**src/include/lcaps_map.svh**
```systemverilog
`ifndef LCAPS_MAP_SVH
`define LCAPS_MAP_SVH

`define LCAPS_ADDR_W 15
`define LCAPS_DATA_W 32
`define LCAPS_WORD_W 13
`define LCAPS_CFG_WORDS 64
`define LCAPS_FUNC_W 3
`define LCAPS_PDATA_W 10
`define LCAPS_PVAL_MSB 9
`define LCAPS_PVAL_LSB 2
`define LCAPS_PSCALE_MSB 1
`define LCAPS_PSCALE_LSB 0
`define LCAPS_CLK_MHZ 200
`define LCAPS_MAX_MHZ 250
`define LCAPS_ROM_MASK 32'h0000_0000
`define LCAPS_PWR_MASK 32'h0000_9F03
`define LCAPS_CFG_RESET 32'h0000_0000
`define LCAPS_PWR_WORD 13'h0011
`define LCAPS_AER_WORD 13'h0040

`endif

```
**src/include/lcaps_pkg.sv**
```systemverilog
package lcaps_pkg;
  typedef enum logic [1:0] {LCAPS_IDLE, LCAPS_WAIT, LCAPS_DONE} lcaps_state_t;
  typedef enum logic [1:0] {LCAPS_MSG_NONE, LCAPS_MSG_TURNOFF, LCAPS_MSG_TOACK,
    LCAPS_MSG_PME} lcaps_msg_t;
endpackage : lcaps_pkg

```
**src/include/lcaps_if.sv**
```systemverilog
`timescale 1ns/1ps
`include "lcaps_map.svh"
interface lcaps_if;
  logic [`LCAPS_ADDR_W-1:0] local_addr;
  logic [`LCAPS_DATA_W-1:0] local_wdata;
  logic [`LCAPS_DATA_W-1:0] local_rdata;
  logic local_rd_en;
  logic local_wr_en;
  logic local_ack;
  logic turnoff_request;
  logic turnoff_status_pulse;
  logic power_event_trigger;
  logic [`LCAPS_FUNC_W-1:0] power_event_function;
  logic [`LCAPS_PDATA_W-1:0] power_report_bus;
  logic aux_power_present;
  modport dev (input local_addr, input local_wdata, output local_rdata, input local_rd_en,
    input local_wr_en, output local_ack, input turnoff_request, output turnoff_status_pulse,
    input power_event_trigger, input power_event_function, input power_report_bus,
    input aux_power_present);
  modport app (output local_addr, output local_wdata, input local_rdata, output local_rd_en,
    output local_wr_en, input local_ack, output turnoff_request, input turnoff_status_pulse,
    output power_event_trigger, output power_event_function, output power_report_bus,
    output aux_power_present);
endinterface : lcaps_if

```
**src/design/lcaps_dev.sv**
```systemverilog
`timescale 1ns/1ps
`include "lcaps_map.svh"
// Notes on behaviour
// - Port runs on application clock, up to 250MHz.
// - Byte address, low two bits ignored.
// - Each access moves one 32-bit word.
// - Same bit attributes as link accesses.
// - Link config access wins; local write waits.
// - Ack pulses on write done or read valid.
// - Local reads wait for no pending link request.
// - Single read/write, separate enables, request/ack.
// - Reads of any register always accepted.
// - Application writes only for header logging/debug.
// - Root port: no simultaneous local and link access.
// - Writes touch only writable bits.
// - Root port turn-off request sends turn-off message.
// - Endpoint app requests turn-off acknowledge message.
// - Root port pulses status one cycle on ack.
// - Endpoint pulses status one cycle on turn-off.
// - Endpoint power event edge sends PME message.
// - Low-power link woken before sending PME.
// - App drives function number with power event.
// - Power data: value 9:2, scale 1:0.
// - Power data only with aux-power bits zero; power_report follows power_report_bus whatever aux_power_present is.
// - Aux power input may be tied low.
module lcaps_dev (
  input wire logic clk,
  input wire logic rst_n,
  lcaps_if.dev lp,
  input wire logic root_port_mode,
  input wire logic cfg_tlp_pending,
  input wire logic [`LCAPS_WORD_W-1:0] cfg_tlp_addr,
  input wire logic [`LCAPS_DATA_W-1:0] cfg_tlp_wdata,
  input wire logic cfg_tlp_wr,
  output logic [`LCAPS_DATA_W-1:0] cfg_tlp_rdata,
  input wire logic link_rx_turnoff,
  input wire logic link_rx_toack,
  input wire logic link_low_power,
  input wire logic link_ready,
  output logic link_wake,
  output logic link_msg_valid,
  output lcaps_pkg::lcaps_msg_t link_msg,
  output logic [`LCAPS_FUNC_W-1:0] link_msg_func,
  output logic [`LCAPS_PDATA_W-1:0] power_report
);
  localparam int CLK_OK = (`LCAPS_CLK_MHZ <= `LCAPS_MAX_MHZ);

  typedef struct packed {
    lcaps_pkg::lcaps_state_t st;
    logic rd;
    logic [`LCAPS_WORD_W-1:0] word;
    logic [`LCAPS_DATA_W-1:0] wdata;
    logic [`LCAPS_DATA_W-1:0] rdata;
    logic ack;
    logic to_req_q;
    logic to_pulse;
    logic [2:0] ev_sync;
    logic pme_pend;
    logic [`LCAPS_FUNC_W-1:0] pme_func;
    logic wake;
    logic msg_valid;
    lcaps_pkg::lcaps_msg_t msg;
    logic [`LCAPS_FUNC_W-1:0] msg_func;
    logic [`LCAPS_PDATA_W-1:0] pdata;
    logic [`LCAPS_DATA_W-1:0] tlp_rdata;
  } lcaps_dev_state_t;

  lcaps_dev_state_t r;
  lcaps_dev_state_t next_r;
  logic [`LCAPS_DATA_W-1:0] cfg_mem [`LCAPS_CFG_WORDS];
  logic [`LCAPS_DATA_W-1:0] cfg_wmask [`LCAPS_CFG_WORDS];

  // Writable-bit mask per word; shared by link and local writes
  function automatic logic [`LCAPS_DATA_W-1:0] lcaps_mask(input logic [5:0] idx);
    if (idx == 6'(`LCAPS_PWR_WORD))
      lcaps_mask = `LCAPS_PWR_MASK;
    else if (idx < 6'h10)
      lcaps_mask = `LCAPS_ROM_MASK;
    else
      lcaps_mask = 32'hFFFF_FFFF;
  endfunction : lcaps_mask

  genvar gi;
  generate
    for (gi = 0; gi < `LCAPS_CFG_WORDS; gi++)
    begin : g_mask
      assign cfg_wmask[gi] = lcaps_mask(6'(gi));
      always_ff @(posedge clk or negedge rst_n)
      begin
        if (!rst_n)
          cfg_mem[gi] <= `LCAPS_CFG_RESET;
        else if (cfg_tlp_pending && cfg_tlp_wr && cfg_tlp_addr[5:0] == 6'(gi))
          cfg_mem[gi] <= (cfg_mem[gi] & ~cfg_wmask[gi]) | (cfg_tlp_wdata & cfg_wmask[gi]);
        else if (r.st == lcaps_pkg::LCAPS_WAIT && !r.rd && !cfg_tlp_pending
                 && r.word[5:0] == 6'(gi))
          cfg_mem[gi] <= (cfg_mem[gi] & ~cfg_wmask[gi]) | (r.wdata & cfg_wmask[gi]);
      end
    end
  endgenerate

  always_comb
  begin
    next_r = r;
    next_r.ack = 1'b0;
    next_r.to_pulse = 1'b0;
    next_r.msg_valid = 1'b0;
    next_r.tlp_rdata = cfg_mem[cfg_tlp_addr[5:0]];
    next_r.pdata = lp.power_report_bus;
    case (r.st)
      lcaps_pkg::LCAPS_IDLE:
      begin
        if (lp.local_rd_en || lp.local_wr_en)
        begin
          next_r.st = lcaps_pkg::LCAPS_WAIT;
          next_r.rd = lp.local_rd_en;
          next_r.word = lp.local_addr[`LCAPS_ADDR_W-1:2];
          next_r.wdata = lp.local_wdata;
        end
      end
      lcaps_pkg::LCAPS_WAIT:
      begin
        if (!cfg_tlp_pending)
        begin
          next_r.st = lcaps_pkg::LCAPS_DONE;
          if (r.rd)
            next_r.rdata = cfg_mem[r.word[5:0]];
          next_r.ack = 1'b1;
        end
      end
      lcaps_pkg::LCAPS_DONE:
        next_r.st = lcaps_pkg::LCAPS_IDLE;
      default:
        next_r.st = lcaps_pkg::LCAPS_IDLE;
    endcase

    next_r.to_req_q = lp.turnoff_request;
    if (lp.turnoff_request && !r.to_req_q)
    begin
      next_r.msg_valid = 1'b1;
      next_r.msg = root_port_mode ? lcaps_pkg::LCAPS_MSG_TURNOFF
                                  : lcaps_pkg::LCAPS_MSG_TOACK;
    end
    next_r.to_pulse = root_port_mode ? link_rx_toack : link_rx_turnoff;

    next_r.wake = r.pme_pend && link_low_power;
    if (r.pme_pend && !link_low_power && link_ready && !next_r.msg_valid)
    begin
      next_r.pme_pend = 1'b0;
      next_r.msg_valid = 1'b1;
      next_r.msg = lcaps_pkg::LCAPS_MSG_PME;
      next_r.msg_func = r.pme_func;
    end
    // New event after the send, so an edge in the send cycle stays pending
    next_r.ev_sync = {r.ev_sync[1:0], lp.power_event_trigger};
    if (!root_port_mode && r.ev_sync[2:1] == 2'b01)
    begin
      next_r.pme_pend = 1'b1;
      next_r.pme_func = lp.power_event_function;
    end
  end

  always_ff @(posedge clk or negedge rst_n)
  begin
    if (!rst_n)
      r <= '0;
    else
      r <= next_r;
  end

  assign lp.local_rdata = r.rdata;
  assign lp.local_ack = r.ack;
  assign lp.turnoff_status_pulse = r.to_pulse;
  assign link_wake = r.wake;
  assign link_msg_valid = r.msg_valid;
  assign link_msg = r.msg;
  assign link_msg_func = r.msg_func;
  assign power_report = r.pdata;
  assign cfg_tlp_rdata = r.tlp_rdata;
endmodule : lcaps_dev

```
**src/flat_wrapper.sv**
```systemverilog
// flat-port wrapper written by rule: the top's interface ports become plain ports
module lcaps_dev_flat 
  (clk, rst_n, root_port_mode, cfg_tlp_pending, cfg_tlp_addr, cfg_tlp_wdata, cfg_tlp_wr, cfg_tlp_rdata, link_rx_turnoff, link_rx_toack, link_low_power, link_ready, link_wake, link_msg_valid, link_msg, link_msg_func, power_report, lp_local_addr, lp_local_wdata, lp_local_rdata, lp_local_rd_en, lp_local_wr_en, lp_local_ack, lp_turnoff_request, lp_turnoff_status_pulse, lp_power_event_trigger, lp_power_event_function, lp_power_report_bus, lp_aux_power_present);
  lcaps_if lp_i ();
  input wire logic clk;
  input wire logic rst_n;
  input wire logic root_port_mode;
  input wire logic cfg_tlp_pending;
  input wire logic [`LCAPS_WORD_W-1:0] cfg_tlp_addr;
  input wire logic [`LCAPS_DATA_W-1:0] cfg_tlp_wdata;
  input wire logic cfg_tlp_wr;
  output logic [`LCAPS_DATA_W-1:0] cfg_tlp_rdata;
  input wire logic link_rx_turnoff;
  input wire logic link_rx_toack;
  input wire logic link_low_power;
  input wire logic link_ready;
  output logic link_wake;
  output logic link_msg_valid;
  output lcaps_pkg::lcaps_msg_t link_msg;
  output logic [`LCAPS_FUNC_W-1:0] link_msg_func;
  output logic [`LCAPS_PDATA_W-1:0] power_report;
  input wire logic [$bits(lp_i.local_addr)-1:0] lp_local_addr;
  input wire logic [$bits(lp_i.local_wdata)-1:0] lp_local_wdata;
  output wire logic [$bits(lp_i.local_rdata)-1:0] lp_local_rdata;
  input wire logic [$bits(lp_i.local_rd_en)-1:0] lp_local_rd_en;
  input wire logic [$bits(lp_i.local_wr_en)-1:0] lp_local_wr_en;
  output wire logic [$bits(lp_i.local_ack)-1:0] lp_local_ack;
  input wire logic [$bits(lp_i.turnoff_request)-1:0] lp_turnoff_request;
  output wire logic [$bits(lp_i.turnoff_status_pulse)-1:0] lp_turnoff_status_pulse;
  input wire logic [$bits(lp_i.power_event_trigger)-1:0] lp_power_event_trigger;
  input wire logic [$bits(lp_i.power_event_function)-1:0] lp_power_event_function;
  input wire logic [$bits(lp_i.power_report_bus)-1:0] lp_power_report_bus;
  input wire logic [$bits(lp_i.aux_power_present)-1:0] lp_aux_power_present;
  assign lp_i.local_addr = lp_local_addr;
  assign lp_i.local_wdata = lp_local_wdata;
  assign lp_local_rdata = lp_i.local_rdata;
  assign lp_i.local_rd_en = lp_local_rd_en;
  assign lp_i.local_wr_en = lp_local_wr_en;
  assign lp_local_ack = lp_i.local_ack;
  assign lp_i.turnoff_request = lp_turnoff_request;
  assign lp_turnoff_status_pulse = lp_i.turnoff_status_pulse;
  assign lp_i.power_event_trigger = lp_power_event_trigger;
  assign lp_i.power_event_function = lp_power_event_function;
  assign lp_i.power_report_bus = lp_power_report_bus;
  assign lp_i.aux_power_present = lp_aux_power_present;
  lcaps_dev u_core (.clk(clk), .rst_n(rst_n), .lp(lp_i), .root_port_mode(root_port_mode), .cfg_tlp_pending(cfg_tlp_pending), .cfg_tlp_addr(cfg_tlp_addr), .cfg_tlp_wdata(cfg_tlp_wdata), .cfg_tlp_wr(cfg_tlp_wr), .cfg_tlp_rdata(cfg_tlp_rdata), .link_rx_turnoff(link_rx_turnoff), .link_rx_toack(link_rx_toack), .link_low_power(link_low_power), .link_ready(link_ready), .link_wake(link_wake), .link_msg_valid(link_msg_valid), .link_msg(link_msg), .link_msg_func(link_msg_func), .power_report(power_report));
endmodule
```
**config.mk**
```make
export PLATFORM = sky130hd
export DESIGN_NAME = lcaps_dev_flat
export DESIGN_NICKNAME = d
export VERILOG_FILES = /design/src/include/lcaps_pkg.sv /design/src/include/lcaps_if.sv /design/src/design/lcaps_dev.sv /design/src/flat_wrapper.sv
export VERILOG_INCLUDE_DIRS = /design/src /design/src/include
export SDC_FILE = /design/constraint.sdc
export NUM_CORES = 2
export LEC_CHECK = 0
export BUFFER_PORTS_ARGS = -buffer_cell sky130_fd_sc_hd__buf_4
export CELL_PAD_IN_SITES_DETAIL_PLACEMENT = 1
export CELL_PAD_IN_SITES_GLOBAL_PLACEMENT = 1
export CORE_UTILIZATION = 35
export CTS_BUF_LIST = sky130_fd_sc_hd__clkbuf_8
export CTS_CLUSTER_SIZE = 14
export DETAILED_ROUTE_END_ITERATION = 10
export HOLD_SLACK_MARGIN = 0.08
export MAX_ROUTING_LAYER = met4
export PLACE_DENSITY = 0.64
export SYNTH_ARGS = -nofsm -noshare
export SYNTH_HDL_FRONTEND = slang
export SYNTH_SLANG_ARGS = --single-unit
```
**constraint.sdc**
```tcl
create_clock -name clk -period 4.5 [get_ports clk]
set_input_delay 0.675 -clock clk [delete_from_list [all_inputs] [get_ports clk]]
set_output_delay 0.675 -clock clk [all_outputs]
set_load 0.05 [all_outputs]
```
==> metrics.cfg <==
[synth]
ys_ff_latch=1644
ys_dominant_reg_cell=dfrtp_1
synth_area_per_cell_um2=10.67
ys_warn_count=0
syn-num-nets=9396
seq_area_frac_synth_pct=41.58
yosysUniqueCellTypes=60
synthArstFlopShare_pct=100.0
synth.cell_area_mm2=0.09895
synth_edf_count=0
synth_cells=9277

[critical_path]
crit_chain=buf_4 -> nor2_4 -> buf_12 -> a22oi_1 -> a21oi_1 -> a2111oi_0 -> a221o_1
critPathSlowestCell=a2111oi_0
r2r_start=u_core.r[123]
rr_worst_depth=7
critical_path.max_stage_delay_ns=1.16
critPathMaxFanout=27
path_delay_family=compound AO/OA/AOI/OAI gates
crit_type=flop to flop
path_buf_inv=2
cp.required_ns=5.51
startpoint_type=flop
crit_path_end_kind=flop
reg2reg_to=u_core.lp.local_rdata[21]
cp.arrival_ns=4.71
rrSetupSlack_ns=0.79

[drt]
wl_per_cell_um=35.64
first_pass_iters=6
via_per_inst=6.410
postRouteAntennaNets=0
route.detailed.drc=0
routed_wl_um=464400
vias=83530
first_iter_violations=9395

[floorplan]
num_io_pins=202
die_w_um=533.7
die_h_um=533.7
start_util_pct=35.29
coreArea_mm2=0.2804
die_area_mm2=0.2848
core.rowCount=194

[placed_design]
placed_cell_area_mm2=0.1045
place_hpwl_um=279300
place.gp.congestion=0.9248
port_buffers=184

[sta]
setup_viol=0
final.setup_skew_ns=0.08190
tightest_slew_ns=1.316
rsz0062_at_grt=no
timing.final.crit_share_pct=82.35
slew_violations=0
hold_viol=0
fmax_ghz=0.2699
period_needed_ns=3.706
finalSetupTns_ns=0
relSlewSlack_pct=9.967

[clocking]
htreeDepth=5
cts.reportedPaths.clkPinSlew_ns=0.06
clkSinkCount=1644
cts_tree=built
postCtsHoldBufs=63
root_buffer=clkbuf_8
insertion_delay_ns=1.12
post_cts_buffers=0
cts_buffer_depth=4
cts_buffers=322
post_cts_resized=0

[global_routing]
grtUsageTotal_pct=33.12
grt-ovfl-total=0
grt_pass1_wl_um=658500
grt_max_degree=158
grt_antenna_before_repair=24
first_global_vias=86270

[pwr]
leakage_nw=52.34
p_per_area_mw_per_mm2=624.0
peakVddDrop_mv=0.5223

[cells_and_area]
area_delta_synth_final_pct=12.77
fillCellCount=30350
nets=9179
final_cell_mix=1,723 x mux2i_1, 1,638 x dfrtp_1, 1,480 x nand2_1
layout-drive-gt1-share_pct=19.99
layout_commonest_cell=mux2i_1
fin_util_pct=39.80
final_area_mm2=0.1116

[hold_path]
worstHoldPathType=input port to async pin

[flow_run]
maxCapViolations=0

[run_status]
status=finished clean

[synth_stat cells (11+ instances only)]
library cell  number  share of area (%)
buf_4            135                1.0
o21ai_1           52               0.26
nor2b_1           22               0.14
buf_6             17               0.19
nand3_1           55               0.28
o22ai_1           29               0.18
buf_2            218                1.1
a2111oi_0         20               0.18
o2bb2ai_1         41               0.36
mux2_2            42               0.48
nand3_2           15               0.15
a31oi_1           12              0.076
nor2_1           213               0.81
nand2b_1          14              0.089
a221o_1           33               0.33
clkbuf_1         754                2.9
o21ai_0         1426                7.2
a21oi_2           16               0.14
o211ai_1          33               0.25
a22o_1            48               0.42
mux2i_1         1723                 17
a41oi_1           11              0.097
a21boi_2          21               0.24
mux4_2           662                 15
nand2_1         1484                5.6
a21oi_1          208                1.1
dfrtp_1         1644                 42
a22oi_1          176                1.3
buf_1             38               0.14
a221oi_1          22               0.19
[metal layers]
| metal | GRT usage [%] | vias to the layer above | part of all wire (%) |
|---|---|---|---|
| met5 | - | - | 0 |
| met4 | 19.68 | 0 | 6.8 |
| met3 | 8.346 | 1408 | 9.6 |
| met2 | 47.81 | 4628 | 44 |
| met1 | 41.89 | 44180 | 40 |
| li1 | - | 33310 | - |
[layout make-up]
| cell class | instances | area (µm²) | share of cell area, % |
|---|---|---|---|
| sequential | 1644 | 41150 | 36.88 |
| clock buffer | 396 | 5450 | 4.884 |
| clock inverter | 156 | 933.4 | 0.8365 |
| multi-input combinational | 6464 | 53470 | 47.92 |
| timing repair buffer | 621 | 5843 | 5.236 |
| inverter | 7 | 26.28 | 0.02355 |
| antenna | 19 | 47.55 | 0.04261 |
| tap | 3724 | 4659 | 4.176 |
[state kept, by name, summed over array words and instances (netlist names), 2 cells and up]
signal,cells
u_core.next_r,2
u_core.cfg_mem,1512
u_core.power_report,10
u_core.cfg_tlp_rdata,32
u_core.r,47
u_core.link_msg_func,3
u_core.link_msg,2
u_core.lp.local_rdata,32
[kinds of logic (layout without fill, tap and decap cells)]
group                  count (synthesis)  in the layout  share of synthesized area, %
AOI/OAI and AO/OA                   2172           2172                         12.54
and+or+nand+nor                     1865           1865                         7.554
DFF                                 1644           1644                         41.58
buffers and inverters               1169           1180                         5.351
muxes                               2427           2427                         32.98
other                                  0             19                             0
[through the flow]
stage / power [W] / worst slack [ns] / hold slack (ns) / cells
after floorplan: 0.04298 / 1.959 / 0.3312 / 9277
after detailed placement: 0.05333 / 0.8424 / 0.3434 / 12400
final: 0.06963 / 0.7942 / 0.1763 / 13030
after global placement: 0.05179 / 0.8725 / 0.3384 / 12400
after CTS: 0.06919 / 1.003 / 0.1065 / 13010
after global routing: 0.07288 / 0.8078 / 0.1427 / 13030
[power breakdown]
part / switching (W) / total, W / internal (W) / leakage, nW
Clock: 0.00746 / 0.0157 / 0.00825 / 3.69
Sequential: 0.00500 / 0.0252 / 0.0202 / 22.1
Combinational: 0.0168 / 0.0287 / 0.0120 / 26.6
[how the worst max path moves through the flow]
stage	from	endpoint	slack (ns)	cells after the start
floorplan	cfg_tlp_addr[0]	u_core.cfg_tlp_rdata[20]	1.96	7
global placement	cfg_tlp_addr[0]	u_core.cfg_tlp_rdata[3]	0.87	7
detailed placement	cfg_tlp_addr[5]	u_core.cfg_mem[1237]	0.84	6
CTS	u_core.r[128]	u_core.cfg_mem[1237]	1.00	5
global route	u_core.r[123]	u_core.lp.local_rdata[6]	0.81	6
finish	u_core.r[123]	u_core.lp.local_rdata[21]	0.79	7
Power figures use the tool's default switching activity.
